==> config.mk <==
export PLATFORM = sky130hd
export DESIGN_NAME = charge_setpoint_decoder
export DESIGN_NICKNAME = d
export VERILOG_FILES = /design/src/rtl/charge_pkg.sv /design/src/rtl/charge_setpoint_decoder.sv /design/src/rtl/pin_sync3.sv /design/src/rtl/setpoint_calc.sv
export VERILOG_INCLUDE_DIRS = /design/src /design/src/rtl
export SDC_FILE = /design/constraint.sdc
export NUM_CORES = 1
export LEC_CHECK = 0
export BUFFER_PORTS_ARGS = -buffer_cell sky130_fd_sc_hd__buf_2
export CELL_PAD_IN_SITES_DETAIL_PLACEMENT = 0
export CELL_PAD_IN_SITES_GLOBAL_PLACEMENT = 1
export CORE_ASPECT_RATIO = 2
export CORE_MARGIN = 3
export CORE_UTILIZATION = 47
export DETAILED_ROUTE_END_ITERATION = 7
export GPL_TIMING_DRIVEN = 0
export PLACE_DENSITY_LB_ADDON = 0.1
export SYNTH_ARGS = -nofsm -noshare
export SYNTH_HDL_FRONTEND = slang
export SYNTH_HIERARCHICAL = 1
export SYNTH_SLANG_ARGS = --single-unit
export TNS_END_PERCENT = 50
==> constraint.sdc <==
create_clock -name clk_i -period 13.1 [get_ports clk_i]
set_input_delay 2.62 -clock clk_i [delete_from_list [all_inputs] [get_ports clk_i]]
set_output_delay 2.62 -clock clk_i [all_outputs]
set_load 0.005 [all_outputs]
==> src/rtl/charge_params.svh <==
// constants for the charge setpoint decoder: offsets, fields, limits
`ifndef CHARGE_PARAMS_SVH
`define CHARGE_PARAMS_SVH

// register byte offsets on the wishbone bus
`define REG_VOLT        8'h00
`define REG_CURR        8'h04
`define REG_INCUR       8'h08
`define REG_STAT        8'h0C
`define REG_CTRL        8'h10

// reset values
`define VOLT_RESET      16'h0000
`define CURR_RESET      16'h0080
`define INCUR_RESET     16'h0100

// voltage word limits in millivolts
`define V_MAX_MV        16'h4B00
`define V_MIN_MV        16'h0400
`define V_MAX_CODE      11'h4B0

// current word limits in milliamperes
`define I_MAX_MA        16'h1F80
`define I_MIN_MA        16'h0080
`define I_MAX_CODE      6'h3F
`define I_MIN_CODE      6'h01

// status word fields
`define ST_ADAPTER      15
`define ST_BATTERY      14
`define ST_PWR_FAIL     13
`define ST_RELEARN      4
`define ST_CHARGING     3
`define ST_SRC_LOOP     2
`define ST_CUR_LOOP     1
`define ST_VOLT_LOOP    0

// control word fields
`define CTRL_RELEARN    0
`define CTRL_ABORT      1

`endif

==> src/rtl/charge_pkg.sv <==
// types shared by the charge setpoint decoder
package charge_pkg;

  typedef enum logic [1:0] {
    RL_IDLE,
    RL_DISCHARGE,
    RL_RECHARGE
  } relearn_e;

  // synchronised pin conditions, one bit each
  typedef struct packed {
    logic adapter_ok;
    logic power_fail;
    logic battery_sense_present;
    logic battery_sense_uv;
    logic at_setpoint;
    logic source_over;
    logic battery_sense_empty;
    logic loop_tick;
  } pins_s;

  // limit codes already scaled into dac units
  typedef struct packed {
    logic [10:0] volt;
    logic [5:0]  curr;
  } limits_s;

  typedef struct packed {
    logic        wb_ack;
    logic [31:0] wb_dat;
    logic [15:0] volt_word;
    logic [15:0] curr_word;
    logic [15:0] incur_word;
    relearn_e    relearn;
    logic [5:0]  throttle;
    logic        tick_prev;
    logic [10:0] vdac;
    logic [5:0]  idac;
    logic        charge_en;
    logic        src_sw;
    logic        load_sw;
    logic        vloop;
    logic        iloop;
    logic        sloop;
  } state_s;

endpackage : charge_pkg

==> src/rtl/charge_setpoint_decoder.sv <==
// charge setpoint decoder: wishbone registers, setpoints, switches, relearn
`timescale 1ns/1ns
`default_nettype none

// Overview of operation
// RULE1 - voltage word counts millivolts
// RULE2 - drop four lsbs, eleven bits drive dac
// RULE3 - clamp voltage request above 19.200 V
// RULE4 - below 1.024 V gives zero, stops charging
// RULE5 - voltage limit input caps programmed voltage
// RULE6 - current word counts milliamperes
// RULE7 - drop seven lsbs, six bits drive dac
// RULE8 - clamp current request above 8.064 A
// RULE9 - small nonzero current raised to 128 mA
// RULE10 - current defaults to 128 mA at reset
// RULE11 - current limit input caps programmed current
// RULE12 - current loop until setpoint, then voltage loop
// RULE13 - source overload reduces charge current
// RULE14 - adapter presence selects source and load switches
// RULE15 - host relearn: isolate, discharge, then recharge
// RULE16 - status bit 15 shows adapter present
// RULE17 - status bit 14 shows battery present
// RULE18 - power fail: source off, bit 13 set
// RULE19 - undervoltage caps compliance at 128 mA
// RULE20 - zero current word gives zero current
module charge_setpoint_decoder
  import charge_pkg::*;
(
  // clock and reset
  input  wire logic        clk_i,
  input  wire logic        rst_i,
  // wishbone classic slave
  input  wire logic        wb_cyc_i,
  input  wire logic        wb_stb_i,
  input  wire logic        wb_we_i,
  input  wire logic [7:0]  wb_adr_i,
  input  wire logic [3:0]  wb_sel_i,
  input  wire logic [31:0] wb_dat_i,
  output logic      [31:0] wb_dat_o,
  output logic             wb_ack_o,
  // analog condition comparators, asynchronous
  input  wire logic        adapter_present_flag_i,
  input  wire logic        power_fail_i,
  input  wire logic        thermistor_input_i,
  input  wire logic        battery_uv_i,
  input  wire logic        battery_sense_at_setpoint_i,
  input  wire logic        source_current_loop_i,
  input  wire logic        battery_empty_i,
  input  wire logic        loop_tick_i,
  // digitised limit inputs, in dac units, asynchronous
  input  wire logic [10:0] voltage_limit_input_i,
  input  wire logic [5:0]  current_limit_input_i,
  // setpoint dacs
  output logic      [10:0] voltage_dac_o,
  output logic      [5:0]  current_dac_o,
  output logic             charge_enable_o,
  // power path switches, high turns the switch on
  output logic             source_switch_drive_o,
  output logic             load_switch_drive_o,
  // which loop holds control
  output logic             voltage_loop_o,
  output logic             charge_current_loop_o,
  output logic             source_current_loop_o
);

`include "charge_params.svh"

  localparam int NPIN = $bits(pins_s);
  localparam int NLIM = $bits(limits_s);

  state_s      st_r;
  state_s      st_nxt;
  pins_s       pins;
  limits_s     lims;
  logic [10:0] vcode;
  logic [5:0]  icode;
  logic        vzero;

  pin_sync3 #(
    .W       (NPIN)
  ) u_pin_sync (
    .clk_i   (clk_i),
    .rst_i   (rst_i),
    .pin_i   ({adapter_present_flag_i, power_fail_i, thermistor_input_i,
               battery_uv_i, battery_sense_at_setpoint_i,
               source_current_loop_i, battery_empty_i, loop_tick_i}),
    .level_o (pins)
  );

  // limit codes are slow analog values; per-bit agreement is enough
  pin_sync3 #(
    .W       (NLIM)
  ) u_lim_sync (
    .clk_i   (clk_i),
    .rst_i   (rst_i),
    .pin_i   ({voltage_limit_input_i, current_limit_input_i}),
    .level_o (lims)
  );

  setpoint_calc u_calc (
    .volt_word_i (st_r.volt_word),
    .curr_word_i (st_r.curr_word),
    .lim_i       (lims),
    .battery_sense_uv_i   (pins.battery_sense_uv),
    .throttle_i  (st_r.throttle),
    .vcode_o     (vcode),
    .icode_o     (icode),
    .vzero_o     (vzero)
  );

  function automatic logic [15:0] merge16(input logic [15:0] old,
                                          input logic [31:0] dat,
                                          input logic [3:0]  sel);
    logic [15:0] r;
    r = old;
    if (sel[0])
      r[7:0] = dat[7:0];
    if (sel[1])
      r[15:8] = dat[15:8];
    return r;
  endfunction : merge16

  logic        req;
  logic        wr;
  logic        tick;
  logic        discharging;
  logic [15:0] status;

  always_comb
  begin
    st_nxt      = st_r;
    req         = wb_cyc_i && wb_stb_i;
    // writes land at the edge where the master samples ack
    wr          = req && wb_we_i && st_r.wb_ack;
    tick        = pins.loop_tick && !st_r.tick_prev;
    discharging = (st_r.relearn == RL_DISCHARGE);

    status                = 16'h0000;
    status[`ST_ADAPTER]   = pins.adapter_ok;                // RULE16
    status[`ST_BATTERY]   = pins.battery_sense_present;              // RULE17
    status[`ST_PWR_FAIL]  = pins.power_fail;                // RULE18
    status[`ST_RELEARN]   = (st_r.relearn != RL_IDLE);
    status[`ST_CHARGING]  = st_r.charge_en;
    status[`ST_SRC_LOOP]  = st_r.sloop;
    status[`ST_CUR_LOOP]  = st_r.iloop;
    status[`ST_VOLT_LOOP] = st_r.vloop;

    // bus slave: ack one cycle after the request, dropped the next
    st_nxt.wb_ack = req && !st_r.wb_ack;
    st_nxt.wb_dat = 32'h0000_0000;
    if (req && !st_r.wb_ack && !wb_we_i)
    begin
      case (wb_adr_i)
        `REG_VOLT:  st_nxt.wb_dat = {16'h0000, st_r.volt_word};
        `REG_CURR:  st_nxt.wb_dat = {16'h0000, st_r.curr_word};
        `REG_INCUR: st_nxt.wb_dat = {16'h0000, st_r.incur_word};
        `REG_STAT:  st_nxt.wb_dat = {16'h0000, status};
        `REG_CTRL:  st_nxt.wb_dat = {31'h0000_0000,
                                     st_r.relearn != RL_IDLE};
        default:    st_nxt.wb_dat = 32'h0000_0000;
      endcase
    end

    if (wr)
    begin
      case (wb_adr_i)
        `REG_VOLT:
          st_nxt.volt_word = merge16(st_r.volt_word, wb_dat_i, wb_sel_i);
        `REG_CURR:
          st_nxt.curr_word = merge16(st_r.curr_word, wb_dat_i, wb_sel_i);
        `REG_INCUR:
          st_nxt.incur_word = merge16(st_r.incur_word, wb_dat_i, wb_sel_i);
        default:
          st_nxt.volt_word = st_r.volt_word;
      endcase
    end

    // relearn sequence; abort wins over start in the same write
    case (st_r.relearn)
      RL_IDLE:
        if (wr && wb_adr_i == `REG_CTRL && wb_sel_i[0] &&
            wb_dat_i[`CTRL_RELEARN] && !wb_dat_i[`CTRL_ABORT] &&
            pins.adapter_ok && pins.battery_sense_present)
          st_nxt.relearn = RL_DISCHARGE;                    // RULE15
      RL_DISCHARGE:
        if (pins.battery_sense_empty)
          st_nxt.relearn = RL_RECHARGE;                     // RULE15
      RL_RECHARGE:
        if (pins.at_setpoint)
          st_nxt.relearn = RL_IDLE;                         // RULE15
      default:
        st_nxt.relearn = RL_IDLE;
    endcase
    if (st_r.relearn != RL_IDLE &&
        (!pins.battery_sense_present ||
         (wr && wb_adr_i == `REG_CTRL && wb_sel_i[0] &&
          wb_dat_i[`CTRL_ABORT])))
      st_nxt.relearn = RL_IDLE;

    // throttle steps on each loop tick: up while overloaded, else down
    st_nxt.tick_prev = pins.loop_tick;
    if (tick)
    begin
      if (pins.source_over && st_r.throttle != 6'h3F)
        st_nxt.throttle = st_r.throttle + 6'h01;            // RULE13
      else if (!pins.source_over && st_r.throttle != 6'h00)
        st_nxt.throttle = st_r.throttle - 6'h01;            // RULE13
    end

    // setpoints to the dacs
    st_nxt.vdac = vcode;
    st_nxt.idac = icode;
    st_nxt.charge_en = pins.adapter_ok && !pins.power_fail &&
                       pins.battery_sense_present && !vzero &&       // RULE4
                       (icode != 6'h00) && !discharging;    // RULE15

    // loop hand-over
    st_nxt.vloop = st_nxt.charge_en && pins.at_setpoint;    // RULE12
    st_nxt.iloop = st_nxt.charge_en && !pins.at_setpoint;   // RULE12
    st_nxt.sloop = st_nxt.charge_en && pins.source_over;    // RULE13

    // power path: adapter feeds the system, else the battery does
    if (pins.power_fail || !pins.adapter_ok)
    begin
      st_nxt.src_sw  = 1'b0;                                // RULE14 RULE18
      st_nxt.load_sw = 1'b1;                                // RULE14
    end
    else if (discharging)
    begin
      // battery isolated from the charger, drained into the load
      st_nxt.src_sw  = 1'b0;                                // RULE15
      st_nxt.load_sw = 1'b1;                                // RULE15
    end
    else
    begin
      st_nxt.src_sw  = 1'b1;                                // RULE14
      st_nxt.load_sw = 1'b0;                                // RULE14
    end
  end

  always_ff @(posedge clk_i)
  begin
    if (rst_i)
    begin
      st_r            <= '0;
      st_r.volt_word  <= `VOLT_RESET;
      st_r.curr_word  <= `CURR_RESET;                       // RULE10
      st_r.incur_word <= `INCUR_RESET;
      st_r.relearn    <= RL_IDLE;
      st_r.load_sw    <= 1'b1;
    end
    else
      st_r <= st_nxt;
  end

  assign wb_dat_o              = st_r.wb_dat;
  assign wb_ack_o              = st_r.wb_ack;
  assign voltage_dac_o         = st_r.vdac;
  assign current_dac_o         = st_r.idac;
  assign charge_enable_o       = st_r.charge_en;
  assign source_switch_drive_o = st_r.src_sw;
  assign load_switch_drive_o   = st_r.load_sw;
  assign voltage_loop_o        = st_r.vloop;
  assign charge_current_loop_o = st_r.iloop;
  assign source_current_loop_o = st_r.sloop;

endmodule : charge_setpoint_decoder
`default_nettype wire

==> src/rtl/pin_sync3.sv <==
// three-stage input synchroniser, output follows when stages 2 and 3 agree
`timescale 1ns/1ns
`default_nettype none
module pin_sync3 #(
  parameter int W = 8
) (
  // clock and reset
  input  wire logic         clk_i,
  input  wire logic         rst_i,
  // pins and result
  input  wire logic [W-1:0] pin_i,
  output logic      [W-1:0] level_o
);

  typedef struct packed {
    logic [W-1:0] s1;
    logic [W-1:0] s2;
    logic [W-1:0] s3;
    logic [W-1:0] lvl;
  } sync_s;

  sync_s        st_r;
  sync_s        st_nxt;
  logic [W-1:0] lvl_nxt;

  // each bit filtered on its own so a slow bit cannot hold back the rest
  for (genvar b = 0; b < W; b++)
  begin : g_bit
    assign lvl_nxt[b] = (st_r.s2[b] == st_r.s3[b]) ? st_r.s3[b]
                                                   : st_r.lvl[b];
  end

  always_comb
  begin
    st_nxt     = st_r;
    st_nxt.s1  = pin_i;
    st_nxt.s2  = st_r.s1;
    st_nxt.s3  = st_r.s2;
    st_nxt.lvl = lvl_nxt;
  end

  // one register process owns the whole state
  always_ff @(posedge clk_i)
  begin
    if (rst_i)
      st_r <= '0;
    else
      st_r <= st_nxt;
  end

  assign level_o = st_r.lvl;

endmodule : pin_sync3
`default_nettype wire

==> src/rtl/setpoint_calc.sv <==
// combinational decode of voltage and current words into dac codes
`timescale 1ns/1ns
`default_nettype none
module setpoint_calc
  import charge_pkg::*;
(
  // host words
  input  wire logic [15:0] volt_word_i,
  input  wire logic [15:0] curr_word_i,
  // limits and conditions
  input  wire limits_s     lim_i,
  input  wire logic        battery_sense_uv_i,
  input  wire logic [5:0]  throttle_i,
  // results
  output logic      [10:0] vcode_o,
  output logic      [5:0]  icode_o,
  output logic             vzero_o
);

`include "charge_params.svh"

  logic [10:0] v_raw;
  logic [5:0]  i_raw;
  logic [5:0]  i_lim;

  always_comb
  begin
    // one count is one millivolt; drop four lsbs
    v_raw   = volt_word_i[14:4];                       // RULE1 RULE2
    vzero_o = 1'b0;
    if (volt_word_i > `V_MAX_MV)
      v_raw = `V_MAX_CODE;                             // RULE3
    if (volt_word_i < `V_MIN_MV)
    begin
      v_raw   = 11'h000;                               // RULE4
      vzero_o = 1'b1;                                  // RULE4
    end
    vcode_o = (v_raw > lim_i.volt) ? lim_i.volt : v_raw; // RULE5

    // one count is one milliamp, 10 uV across the sense resistor
    i_raw = curr_word_i[12:7];                         // RULE6 RULE7
    if (curr_word_i > `I_MAX_MA)
      i_raw = `I_MAX_CODE;                             // RULE8
    else if (curr_word_i != 16'h0000 && curr_word_i <= `I_MIN_MA)
      i_raw = `I_MIN_CODE;                             // RULE9
    else if (curr_word_i == 16'h0000)
      i_raw = 6'h00;                                   // RULE20
    i_lim = (i_raw > lim_i.curr) ? lim_i.curr : i_raw; // RULE11
    // undervoltage caps compliance; the stored word is untouched
    if (battery_sense_uv_i && i_lim > `I_MIN_CODE)
      i_lim = `I_MIN_CODE;                             // RULE19
    // source-current throttle takes codes off the top
    icode_o = (i_lim > throttle_i) ? i_lim - throttle_i : 6'h00; // RULE13
  end

endmodule : setpoint_calc
`default_nettype wire

==> results.yml <==
outcome:
  status: "complete, no violations"
clock_network:
  h-tree-depth: 4
  cts.sinks: 197
  post_cts_buffers: 0
  root_buffer: "clkbuf_16"
  numCtsBuffers: 17
  clk_pin_slew_worst_paths_ps: 70
  cts_tree: "yes"
  clock_latency_ps: 420
  clock_path_buffers: 2
  ctsHoldBuffers: 0
  post_cts_resized: 0
setup_path:
  path_class: "register to register"
  cp.required_ps: 13420
  path_delay_family: "simple AND/OR/NAND/NOR gates"
  critPathLaunchType: "register"
  cp_num_buf_inv: 1
  worstPathArrival_ps: 5680
  path_max_fanout: 5
  cp_slowest_cell: "o41ai_1"
  cp-end-kind: "register"
  slowest_delay_ps: 570
  path_cells: "nor3_1 -> nand2_1 -> a211o_1 -> ha_1 -> and4_1 -> and3_1 -> o41ai_1 -> ha_1 -> inv_1 -> fa_1 -> nand3_1 -> a21boi_0 -> o21ai_0 -> o2bb2ai_1 -> nor2_1 -> or4_1 -> nor3_1 -> nor4b_2 -> and2_1"
sta:
  fin_crit_sh_pct: 40.9
  rsz0062_at_grt: "no"
  max-slew-margin-rel_pct: 29.3
  drv_slew: 0
  setup_violations: 0
  finalSetupTns_ps: 0
  period_needed_ps: 5360
  worst_slack_ps: 7740
  hold_viol_final: 0
  worst_pin_slew_ps: 1050
  fin_worst_skew_ps: 9.00
  fmax_ghz: 0.186
layout:
  num_antenna_cells: 0
  drive_gt1_share_pct: 24.1
  nNetsFinal: 1119
  area_delta_synth_final_pct: 16.1
synth:
  synthArstFlopShare_pct: 0
  yosysTopAreaCell: "dfxtp_1"
  synth_area_um2: 8590
  synthesis.instances: 886
  synth_area_leaders: "dfxtp_1 (46%), mux2i_1 (7.5%), nor2b_1 (7.2%), buf_4 (7.0%), ha_1 (4.2%)"
  synth_edf_count: 0
  yosysMostFrequentCell: "dfxtp_1"
  synth_flop_cell: "dfxtp_1"
  ys_ff_latch: 197
  netlist_top_cells_count: "dfxtp_1 (197), nor2b_1 (99), nor2_1 (92), buf_4 (80), mux2i_1 (64)"
  ys_types: 59
  ys_warn_count: 6
  yosysSeqAreaShare_pct: 45.9
  yosys.area.top_type_share_pct: 45.9
  synth.avg_cell_area_um2: 9.69
drt:
  wire_per_inst_um: 14.7
  drtAntennaViolNets: 0
  drt-total-wl_mm: 18.3
  first_pass_iters: 4
  vias: 6041
  drt_iter0_drc: 209
  drc_errors: 0
  vias_per_cell: 4.88
power:
  power.leakage_uw: 0.00461
  p_per_area_nw_per_um2: 118
  ir_worst_vdd_mv: 0.100
flow_run:
  maxCapViolCount: 0
die:
  die_h_um: 197
  die_area_um2: 20000
  rows: 69
  pin_count: 130
  core_um2: 17900
  die_x_um: 102
  start_util_pct: 48.0
placed_design:
  place_hpwl_mm: 14.6
  post-place-ws_ps: 7750
  io_buffers: 94
  gp_congestion: 0.833
global_routing:
  grt_pass1_wl_mm: 29.3
  grtUsageTotal_pct: 18.9
  grt_max_degree: 17
  grt_remaining_overflow: 0
  grt_pass1_vias: 5852
  antenna_found_initial: 0
min_path:
  hold_path.class: "register to register"
-- registers in the layout (all words and copies together) (netlist names), 6 cells and up --
signal / flops
current_dac_o: 6
wb_dat_o: 16
u_lim_sync/st_nxt: 34
u_lim_sync/level_o: 17
u_lim_sync/st_r: 17
u_pin_sync/st_nxt: 16
u_pin_sync/level_o: 8
st_r: 57
voltage_dac_o: 11
u_pin_sync/st_r: 8
-- report_power, final --
group | switching, uW | internal [uW] | leakage (uW)
clock | 220 | 292 | 0.000277
sequential | 3.16 | 609 | 0.00160
combinational | 29.3 | 23.5 | 0.00273
-- stage by stage --
step	power, uW	hold slack, ps	cells	util [%]	area, um^2
final	1180	435	1239	55.8	9960
after floorplan	657	414	901	-	8640
after global routing	1220	448	1239	55.8	9960
after detailed placement	679	420	1208	52.5	9380
after CTS	1190	436	1239	55.8	9960
after global placement	678	416	1208	52.5	9380
-- layout by cell type (no fill, tap or decap), types with 14 or more instances in the layout --
master     count
inv_1         35
conb_1        16
clkbuf_1      14
clkbuf_16     17
a21oi_1       50
o21ai_0       36
dfxtp_1      197
nor2b_1       99
nor2_1        92
buf_2        102
nand2_1       42
buf_4         80
ha_1          29
mux2i_1       64
-- logic make-up after synthesis --
group / Yosys count / synth area share [%]
and+or+nand+nor: 302 / 18.9
DFF: 197 / 45.9
buffers and inverters: 141 / 10.2
AOI/OAI and AO/OA: 129 / 9.41
muxes: 79 / 10.2
adders and majority gates: 31 / 4.69
xor gates and xnor gates: 6 / 0.612
other: 1 / 0.0437
-- final timing paths --
check                   startpoint                    end  slack, ps  depth (start not counted)
max reg2reg               st_r[49]  source_current_loop_o       7740                         19
min          u_pin_sync/st_nxt[21]  u_pin_sync/st_nxt[13]        430                          1
max                       st_r[49]  source_current_loop_o       7740                         19
min reg2reg  u_pin_sync/st_nxt[21]  u_pin_sync/st_nxt[13]        430                          1
-- layer usage --
metal	wire [um]	track usage, %
met5	0	0
met4	784	10.8
met3	608	2.72
met2	10100	35.2
met1	6750	19.3
-- final cells by class --
type | instances | area [um^2]
Inverter | 36 | 135
Tap cell | 213 | 267
Multi-Input combinational cell | 563 | 3820
Buffer | 105 | 742
Clock inverter | 10 | 125
Timing Repair Buffer | 94 | 470
Clock buffer | 21 | 460
Sequential cell | 197 | 3940
Fill cell | 1705 | 7910
Note: power is estimated with default switching activity, not from simulation.
